--- config.mk ---
export PLATFORM = sky130hd
export DESIGN_NAME = ppc_port_config
export DESIGN_NICKNAME = d
export VERILOG_FILES = /design/src/design/ppc_pkg.sv /design/src/design/ppc_pin_sync.sv /design/src/design/ppc_port_config.sv
export SDC_FILE = /design/constraint.sdc
export NUM_CORES = 1
export LEC_CHECK = 0
export BUFFER_PORTS_ARGS = -buffer_cell sky130_fd_sc_hd__buf_2
export CELL_PAD_IN_SITES_DETAIL_PLACEMENT = 1
export CELL_PAD_IN_SITES_GLOBAL_PLACEMENT = 1
export CORE_MARGIN = 1
export CORE_UTILIZATION = 44
export CTS_CLUSTER_DIAMETER = 80
export DETAILED_ROUTE_END_ITERATION = 7
export HOLD_SLACK_MARGIN = 0.05
export PLACE_DENSITY = 0.89
export SYNTH_ARGS = -nofsm -noshare
export SYNTH_HDL_FRONTEND = slang
export SYNTH_SLANG_ARGS = --single-unit
--- constraint.sdc ---
create_clock -name clk -period 1.6 [get_ports clk]
set_clock_uncertainty 0.05 [all_clocks]
set_input_delay 0.08 -clock clk [delete_from_list [all_inputs] [get_ports clk]]
set_output_delay 0.08 -clock clk [all_outputs]
set_load 0.05 [all_outputs]
--- src/design/ppc_pkg.sv ---
package ppc_pkg;
   localparam int unsigned PPC_W = 8;
   typedef logic [PPC_W-1:0] ppc_byte_t;
   typedef logic [7:0] ppc_addr_t;
   // Register offsets in the special-function register space.
   localparam ppc_addr_t PPC_ADDR_P1_DATA    = 8'h90;
   localparam ppc_addr_t PPC_ADDR_P0_OTYPE   = 8'hA4;
   localparam ppc_addr_t PPC_ADDR_P1_OTYPE   = 8'hA5;
   localparam ppc_addr_t PPC_ADDR_P0_BYPASS  = 8'hD4;
   localparam ppc_addr_t PPC_ADDR_P0_ASEL    = 8'hF1;
   localparam ppc_addr_t PPC_ADDR_P1_ASEL    = 8'hF2;
   localparam ppc_addr_t PPC_ADDR_P0_DRIVE   = 8'hF9;
   // Reset values.
   localparam ppc_byte_t PPC_RST_ONES  = 8'hFF;
   localparam ppc_byte_t PPC_RST_ZEROS = 8'h00;
   // Synchroniser stage count, matching the three stages in ppc_pin_sync.
   localparam int unsigned PPC_SYNC_STAGES = 3;
endpackage : ppc_pkg

--- src/design/ppc_pin_sync.sv ---
`timescale 1ns/1ps
`default_nettype none
// Three-stage synchroniser; output only changes when stages two and three agree.
module ppc_pin_sync
#(
   parameter int unsigned WIDTH = 8
)
(
   input  wire logic             clk,
   input  wire logic             arst_n,
   input  wire logic [WIDTH-1:0] async_in,
   output var  logic [WIDTH-1:0] sync_out
);
   logic [WIDTH-1:0] stage1;
   logic [WIDTH-1:0] stage2;
   logic [WIDTH-1:0] stage3;
   logic [WIDTH-1:0] next_sync_out;

   // A zero-width synchroniser has nothing to carry, so it is refused at elaboration.
   if (WIDTH < 1)
   begin : g_width_check
      $error("ppc_pin_sync WIDTH must be at least 1");
   end

   always_comb
   begin
      next_sync_out = sync_out;
      for (int i = 0; i < WIDTH; i++)
      begin
         if (stage2[i] == stage3[i])
         begin
            next_sync_out[i] = stage3[i];
         end
      end
   end

   always_ff @(posedge clk or negedge arst_n)
   begin
      if (!arst_n)
      begin
         stage1   <= '1;
         stage2   <= '1;
         stage3   <= '1;
         sync_out <= '1;
      end
      else
      begin
         stage1   <= async_in;
         stage2   <= stage1;
         stage3   <= stage2;
         sync_out <= next_sync_out;
      end
   end
endmodule : ppc_pin_sync
`default_nettype wire

--- src/design/ppc_port_config.sv ---
// Operation
// - Port-0 output type ignored while its pin is analog.
// - Port-0 output type 0 gives open-drain, 1 gives push-pull.
// - Port-1 output type ignored while its pin is analog.
// - Port-1 output type 0 gives open-drain, 1 gives push-pull.
// - Port-0 bypass bit 1 makes the crossbar skip that pin.
// - Port-0 drive bit 0 selects low strength, 1 high strength.
// - Analog port-1 pin loses pullup, driver and receiver.
// - Port-1 select 0 means analog, 1 digital; reset all ones.
// - Port-0 select 0 means analog, 1 digital; gates output type.
// - Read-modify-write on port data reads the latch, not pins.
// - Management-bus data and clock pins open-drain while their bus function is active.
`timescale 1ns/1ps
`default_nettype none
module ppc_port_config
   import ppc_pkg::*;
#(
   parameter ppc_byte_t P0_SMB_PINS = 8'h00,
   parameter ppc_byte_t P1_SMB_PINS = 8'h00
)
(
   input  wire logic               clk,
   input  wire logic               arst_n,
   input  wire ppc_pkg::ppc_addr_t sfr_addr,
   input  wire ppc_pkg::ppc_byte_t sfr_wdata,
   input  wire logic               sfr_wr,
   input  wire logic               sfr_rd,
   input  wire logic               sfr_rmw,
   output var  ppc_pkg::ppc_byte_t sfr_rdata,
   input  wire ppc_pkg::ppc_byte_t p0_out_data,
   input  wire ppc_pkg::ppc_byte_t p0_smb_active,
   input  wire ppc_pkg::ppc_byte_t p1_smb_active,
   input  wire ppc_pkg::ppc_byte_t p1_pin_in,
   output var  ppc_pkg::ppc_byte_t p0_pin_out,
   output var  ppc_pkg::ppc_byte_t p0_pin_oe_n,
   output var  ppc_pkg::ppc_byte_t p0_high_drive,
   output var  ppc_pkg::ppc_byte_t p0_xbar_skip,
   output var  ppc_pkg::ppc_byte_t p1_pin_out,
   output var  ppc_pkg::ppc_byte_t p1_pin_oe_n,
   output var  ppc_pkg::ppc_byte_t p1_pullup_en,
   output var  ppc_pkg::ppc_byte_t p1_rx_en
);
   import ppc_pkg::*;

   ppc_byte_t port1_data_latch;
   ppc_byte_t port0_output_type;
   ppc_byte_t port1_output_type;
   ppc_byte_t port0_crossbar_bypass;
   ppc_byte_t port0_analog_select;
   ppc_byte_t port1_analog_select;
   ppc_byte_t port0_drive_strength;
   ppc_byte_t next_port1_data_latch;
   ppc_byte_t next_port0_output_type;
   ppc_byte_t next_port1_output_type;
   ppc_byte_t next_port0_crossbar_bypass;
   ppc_byte_t next_port0_analog_select;
   ppc_byte_t next_port1_analog_select;
   ppc_byte_t next_port0_drive_strength;
   ppc_byte_t next_sfr_rdata;
   ppc_byte_t p1_pin_sync;
   ppc_byte_t next_p0_pin_out;
   ppc_byte_t next_p0_pin_oe_n;
   ppc_byte_t next_p0_high_drive;
   ppc_byte_t next_p0_xbar_skip;
   ppc_byte_t next_p1_pin_out;
   ppc_byte_t next_p1_pin_oe_n;
   ppc_byte_t next_p1_pullup_en;
   ppc_byte_t next_p1_rx_en;

   // Open-drain drives only lows; push-pull drives both levels. Analog pins float.
   function automatic ppc_byte_t pin_oe_n(input ppc_byte_t data,
                                          input ppc_byte_t otype,
                                          input ppc_byte_t digital,
                                          input ppc_byte_t smb);
      ppc_byte_t push_pull;
      push_pull = otype & digital & ~smb;
      return ~(digital & (push_pull | ~data));
   endfunction : pin_oe_n

   ppc_pin_sync #(
      .WIDTH    (PPC_W)
   ) u_p1_sync (
      .clk      (clk),
      .arst_n   (arst_n),
      .async_in (p1_pin_in),
      .sync_out (p1_pin_sync)
   );

   always_comb
   begin
      next_port1_data_latch      = port1_data_latch;
      next_port0_output_type     = port0_output_type;
      next_port1_output_type     = port1_output_type;
      next_port0_crossbar_bypass = port0_crossbar_bypass;
      next_port0_analog_select   = port0_analog_select;
      next_port1_analog_select   = port1_analog_select;
      next_port0_drive_strength  = port0_drive_strength;
      if (sfr_wr)
      begin
         if (sfr_addr == PPC_ADDR_P1_DATA)
         begin
            next_port1_data_latch = sfr_wdata;
         end
         else if (sfr_addr == PPC_ADDR_P0_OTYPE)
         begin
            next_port0_output_type = sfr_wdata;
         end
         else if (sfr_addr == PPC_ADDR_P1_OTYPE)
         begin
            next_port1_output_type = sfr_wdata;
         end
         else if (sfr_addr == PPC_ADDR_P0_BYPASS)
         begin
            next_port0_crossbar_bypass = sfr_wdata;
         end
         else if (sfr_addr == PPC_ADDR_P0_ASEL)
         begin
            next_port0_analog_select = sfr_wdata;
         end
         else if (sfr_addr == PPC_ADDR_P1_ASEL)
         begin
            next_port1_analog_select = sfr_wdata;
         end
         else if (sfr_addr == PPC_ADDR_P0_DRIVE)
         begin
            next_port0_drive_strength = sfr_wdata;
         end
      end
   end

   // Read data is registered, so it appears one cycle after the strobe.
   always_comb
   begin
      next_sfr_rdata = sfr_rdata;
      if (sfr_rd)
      begin
         if (sfr_addr == PPC_ADDR_P1_DATA)
         begin
            if (sfr_rmw)
            begin
               next_sfr_rdata = port1_data_latch;
            end
            else
            begin
               // Analog cells have no receiver, so they read as low.
               next_sfr_rdata = p1_pin_sync & port1_analog_select;
            end
         end
         else if (sfr_addr == PPC_ADDR_P0_OTYPE)
         begin
            next_sfr_rdata = port0_output_type;
         end
         else if (sfr_addr == PPC_ADDR_P1_OTYPE)
         begin
            next_sfr_rdata = port1_output_type;
         end
         else if (sfr_addr == PPC_ADDR_P0_BYPASS)
         begin
            next_sfr_rdata = port0_crossbar_bypass;
         end
         else if (sfr_addr == PPC_ADDR_P0_ASEL)
         begin
            next_sfr_rdata = port0_analog_select;
         end
         else if (sfr_addr == PPC_ADDR_P1_ASEL)
         begin
            next_sfr_rdata = port1_analog_select;
         end
         else if (sfr_addr == PPC_ADDR_P0_DRIVE)
         begin
            next_sfr_rdata = port0_drive_strength;
         end
         else
         begin
            next_sfr_rdata = PPC_RST_ZEROS;
         end
      end
   end

   always_comb
   begin
      next_p0_pin_out    = p0_out_data & port0_analog_select;
      next_p0_pin_oe_n   = pin_oe_n(p0_out_data, port0_output_type, port0_analog_select,
                                    p0_smb_active & P0_SMB_PINS);
      next_p0_high_drive = port0_drive_strength & port0_analog_select;
      next_p0_xbar_skip  = port0_crossbar_bypass;
      next_p1_pin_out    = port1_data_latch & port1_analog_select;
      next_p1_pin_oe_n   = pin_oe_n(port1_data_latch, port1_output_type,
                                    port1_analog_select,
                                    p1_smb_active & P1_SMB_PINS);
      next_p1_pullup_en  = port1_analog_select & ~port1_output_type;
      next_p1_rx_en      = port1_analog_select;
   end

   always_ff @(posedge clk or negedge arst_n)
   begin
      if (!arst_n)
      begin
         port1_data_latch      <= PPC_RST_ONES;
         port0_output_type     <= PPC_RST_ZEROS;
         port1_output_type     <= PPC_RST_ZEROS;
         port0_crossbar_bypass <= PPC_RST_ZEROS;
         port0_analog_select   <= PPC_RST_ONES;
         port1_analog_select   <= PPC_RST_ONES;
         port0_drive_strength  <= PPC_RST_ZEROS;
         sfr_rdata             <= PPC_RST_ZEROS;
         p0_pin_out            <= PPC_RST_ZEROS;
         p0_pin_oe_n           <= PPC_RST_ONES;
         p0_high_drive         <= PPC_RST_ZEROS;
         p0_xbar_skip          <= PPC_RST_ZEROS;
         p1_pin_out            <= PPC_RST_ZEROS;
         p1_pin_oe_n           <= PPC_RST_ONES;
         p1_pullup_en          <= PPC_RST_ZEROS;
         p1_rx_en              <= PPC_RST_ZEROS;
      end
      else
      begin
         port1_data_latch      <= next_port1_data_latch;
         port0_output_type     <= next_port0_output_type;
         port1_output_type     <= next_port1_output_type;
         port0_crossbar_bypass <= next_port0_crossbar_bypass;
         port0_analog_select   <= next_port0_analog_select;
         port1_analog_select   <= next_port1_analog_select;
         port0_drive_strength  <= next_port0_drive_strength;
         sfr_rdata             <= next_sfr_rdata;
         p0_pin_out            <= next_p0_pin_out;
         p0_pin_oe_n           <= next_p0_pin_oe_n;
         p0_high_drive         <= next_p0_high_drive;
         p0_xbar_skip          <= next_p0_xbar_skip;
         p1_pin_out            <= next_p1_pin_out;
         p1_pin_oe_n           <= next_p1_pin_oe_n;
         p1_pullup_en          <= next_p1_pullup_en;
         p1_rx_en              <= next_p1_rx_en;
      end
   end
endmodule : ppc_port_config
`default_nettype wire

==> flow_summary.json <==
{
  "status": "finished clean",
  "grt-busiest-layer": "met2",
  "layout-drive-gt1-share": 0.521,
  "maxCapViolCount": 0,
  "synth_cell_types": 49,
  "grt.met3_usage": 0.0580,
  "synth.top_cell.area_share": 0.358,
  "relSlewSlack": 0.377,
  "synth.avg_cell_area_um2": 14.3,
  "worst_slew_pin_slew_ps": 931,
  "drt_first_iter_violations": 186,
  "hp-class": "input pin to asynchronous set/reset pin",
  "synth_most_common_cell": "dfrtp_1",
  "peakVddDrop_uv": 731,
  "syn_inst": 429,
  "pwr-share-clk": 0.450,
  "crit_required_ps": 1870,
  "setup_viol": 0,
  "cts_setup_buffers": 0,
  "finalHoldViolCount": 0,
  "clk_path_buf_depth": 2,
  "synth-compound-area-share": 0.0624,
  "synthXorXnorAreaFrac": 0,
  "p_sw_frac": 0.243,
  "dpl-instance-area_mm2": 0.00728,
  "hpwl_mm": 11.4,
  "postSynth.asyncResetShare": 1.00,
  "start_kind": "input pin",
  "tritoncts": "done",
  "synth-seq-area-share": 0.665,
  "insertion_delay_ps": 440,
  "die_width_um": 120,
  "p_sw_mw": 2.34,
  "diodes": 0,
  "fin_crit_ps": 1540,
  "seqCellArea_mm2": 0.00409,
  "synth-simple-area-share": 0.112,
  "antenna_left": 0,
  "numCtsBuffers": 17,
  "coreArea_mm2": 0.0135,
  "tns_ps": 0,
  "cts.sinks": 160,
  "synth_common_cells": "88 x dfrtp_1, 72 x dfstp_2, 51 x mux2_2, 27 x and2_1, 23 x o21ai_0",
  "p_int_mw": 7.27,
  "via_per_inst": 5.34,
  "synth_mux_area_frac": 0.124,
  "fin_crit_sh": 0.965,
  "die_h_um": 120,
  "critPathMaxStageDelay_ps": 420,
  "slew_viol_final": 0,
  "path_clk_slew_ps": 70,
  "grt_max_degree": 46,
  "ios": 125,
  "grt_pass1_vias": 4848,
  "rsz0062_at_grt": "no",
  "synth_top_family_by_area": "multiplexers",
  "area_growth_pct": 33.0,
  "met1_usage": 0.318,
  "multi_input_comb_area_mm2": 0.00197,
  "synth_fp_nets": 482,
  "cp.arrival_ps": 1810,
  "antenna_found_initial": 0,
  "synth_flop_cell": "dfrtp_1",
  "rows": 42,
  "pwr-share-comb": 0.088,
  "io_buffers": 108,
  "cts_root_buffer": "clkbuf_16",
  "p_per_area_mw_per_mm2": 1170,
  "htreeDepth": 4,
  "die_area_mm2": 0.0145,
  "grt_use_met2": 0.455,
  "path_max_fanout": 5,
  "ys_ff_latch": 160,
  "synthAdderAreaFrac": 0.0130,
  "wl_mm": 17.8,
  "synth_edf_count": 0,
  "initial_core_util": 0.457,
  "p_leak_nw": 3.88,
  "drt_pass1_iterations": 4,
  "grt_first_pass_wirelength_mm": 27.8,
  "drc": 0,
  "synth-warning-count": 0,
  "yosys-top-cells-area": "dfrtp_1 36%, dfstp_2 31%, mux2_2 9.3%, and2_1 2.7%, mux2_4 2.0%",
  "finalInstanceArea_mm2": 0.00819,
  "power_frac_seq": 0.463,
  "worstSetupPathType": "input pin to register",
  "endpoint_kind": "register",
  "cp_slowest_cell": "nor4b_1",
  "max_freq_mhz": 648,
  "routabilityCongestion": 0.847,
  "gr-total-overflow": 0,
  "synth_area_leader_cell": "dfrtp_1",
  "syn_area_mm2": 0.00615,
  "wire_per_inst_um": 22.1,
  "final_nets": 668,
  "via_count": 4296,
  "grt_use_total": 0.264,
  "path_cells": "buf_2, nor4b_1, nand4b_1, or3_1, buf_4, mux2_4",
  "final.fill_count": 1336
}
metal layers:
layer	wire, um	vias up	share of wire
met5	0	-	0
met4	427	0	0.024
met3	772	36	0.043
met2	9400	125	0.53
met1	7160	2250	0.40
li1	-	1885	-
what timing repair did:
action,CTS,global route
resized for setup,1,3
hold buffers,26,0
pin swaps,0,0
endpoints found under the hold margin,184,0
endpoints found under the setup margin,1,9
power groups by stage:
stage / clock network, mW / registers (mW) / logic, mW
after floorplan: 0 / 4.68 / 0.217
after global placement: 0 / 4.49 / 0.757
after detailed placement: 0 / 4.51 / 0.782
after CTS: 4.40 / 4.45 / 0.847
after global routing: 4.53 / 4.47 / 0.898
final: 4.32 / 4.45 / 0.842
placed cells by master (no fill, tap or decap), types with 4 or more instances in the layout:
master	netlist	routed
nor2_1	6	6
o21ai_0	23	22
inv_1	17	17
nand3b_1	6	6
nand2_1	22	22
clkbuf_16	0	17
mux2i_1	7	7
bufinv_16	0	4
dfrtp_1	88	88
mux2_4	8	16
and2_1	27	27
buf_2	4	107
nand4b_1	4	4
maj3_1	8	8
dfstp_2	72	72
a221oi_1	4	4
buf_4	0	45
a21oi_1	7	7
o32ai_1	4	4
mux2_2	51	43
dlygate4sd3_1	0	26
nor4bb_1	6	4
clkinv_4	0	4
nor2b_1	11	11
final cells by class:
| type | count | area share |
|---|---|---|
| well taps | 176 | 0.0269 |
| repair buffers | 182 | 0.147 |
| flip-flops and latches | 160 | 0.500 |
| multi-input cells | 237 | 0.241 |
| clock inverters | 12 | 0.0225 |
| clock buffers | 20 | 0.0546 |
| inverters | 17 | 0.00780 |
path summary, 6_finish.rpt:
path,end,slack [ps],cells past startpoint,start
max,port0_output_type[6]$_DFFE_PN0P_,60,6,sfr_addr[3]
min,p1_rx_en[3]$_DFF_PN0_,120,2,arst_n
max reg2reg,sfr_rdata[2]$_DFFE_PN0P_,90,3,port1_output_type[2]$_DFFE_PN0P_
min reg2reg,u_p1_sync.stage2[2]$_DFF_PN1_,310,0,u_p1_sync.stage1[2]$_DFF_PN1_
max in group asynchronous,u_p1_sync.stage2[0]$_DFF_PN1_,730,3,arst_n
min in group clk,u_p1_sync.stage1[7]$_DFF_PN1_,240,2,p1_pin_in[7]
cell families (layout without fill, tap and decap cells):
kind of cell,after synthesis,after routing
flops,160,160
simple gates,105,105
mux,66,66
compound gates,58,58
buf+inv,32,231
fa+ha+maj,8,8
through the flow:
stage | setup slack (ps) | cells | utilization | hold WS (ps) | total power [mW]
after floorplan | -77.9 | 429 | - | -266 | 4.90
final | 56.1 | 804 | 0.608 | 116 | 9.61
after detailed placement | -438 | 746 | 0.541 | -6.55 | 5.29
after CTS | 11.4 | 804 | 0.607 | 99.9 | 9.69
after global routing | 0.0142 | 804 | 0.608 | 135 | 9.90
after global placement | -372 | 746 | 0.541 | -12.5 | 5.25
critical path, delay by kind of cell:
family | cells | cell delay, ps
simple gates | 3 | 1080
buf+inv | 2 | 320
mux | 1 | 320
Note: power is estimated with default switching activity, not from simulation.
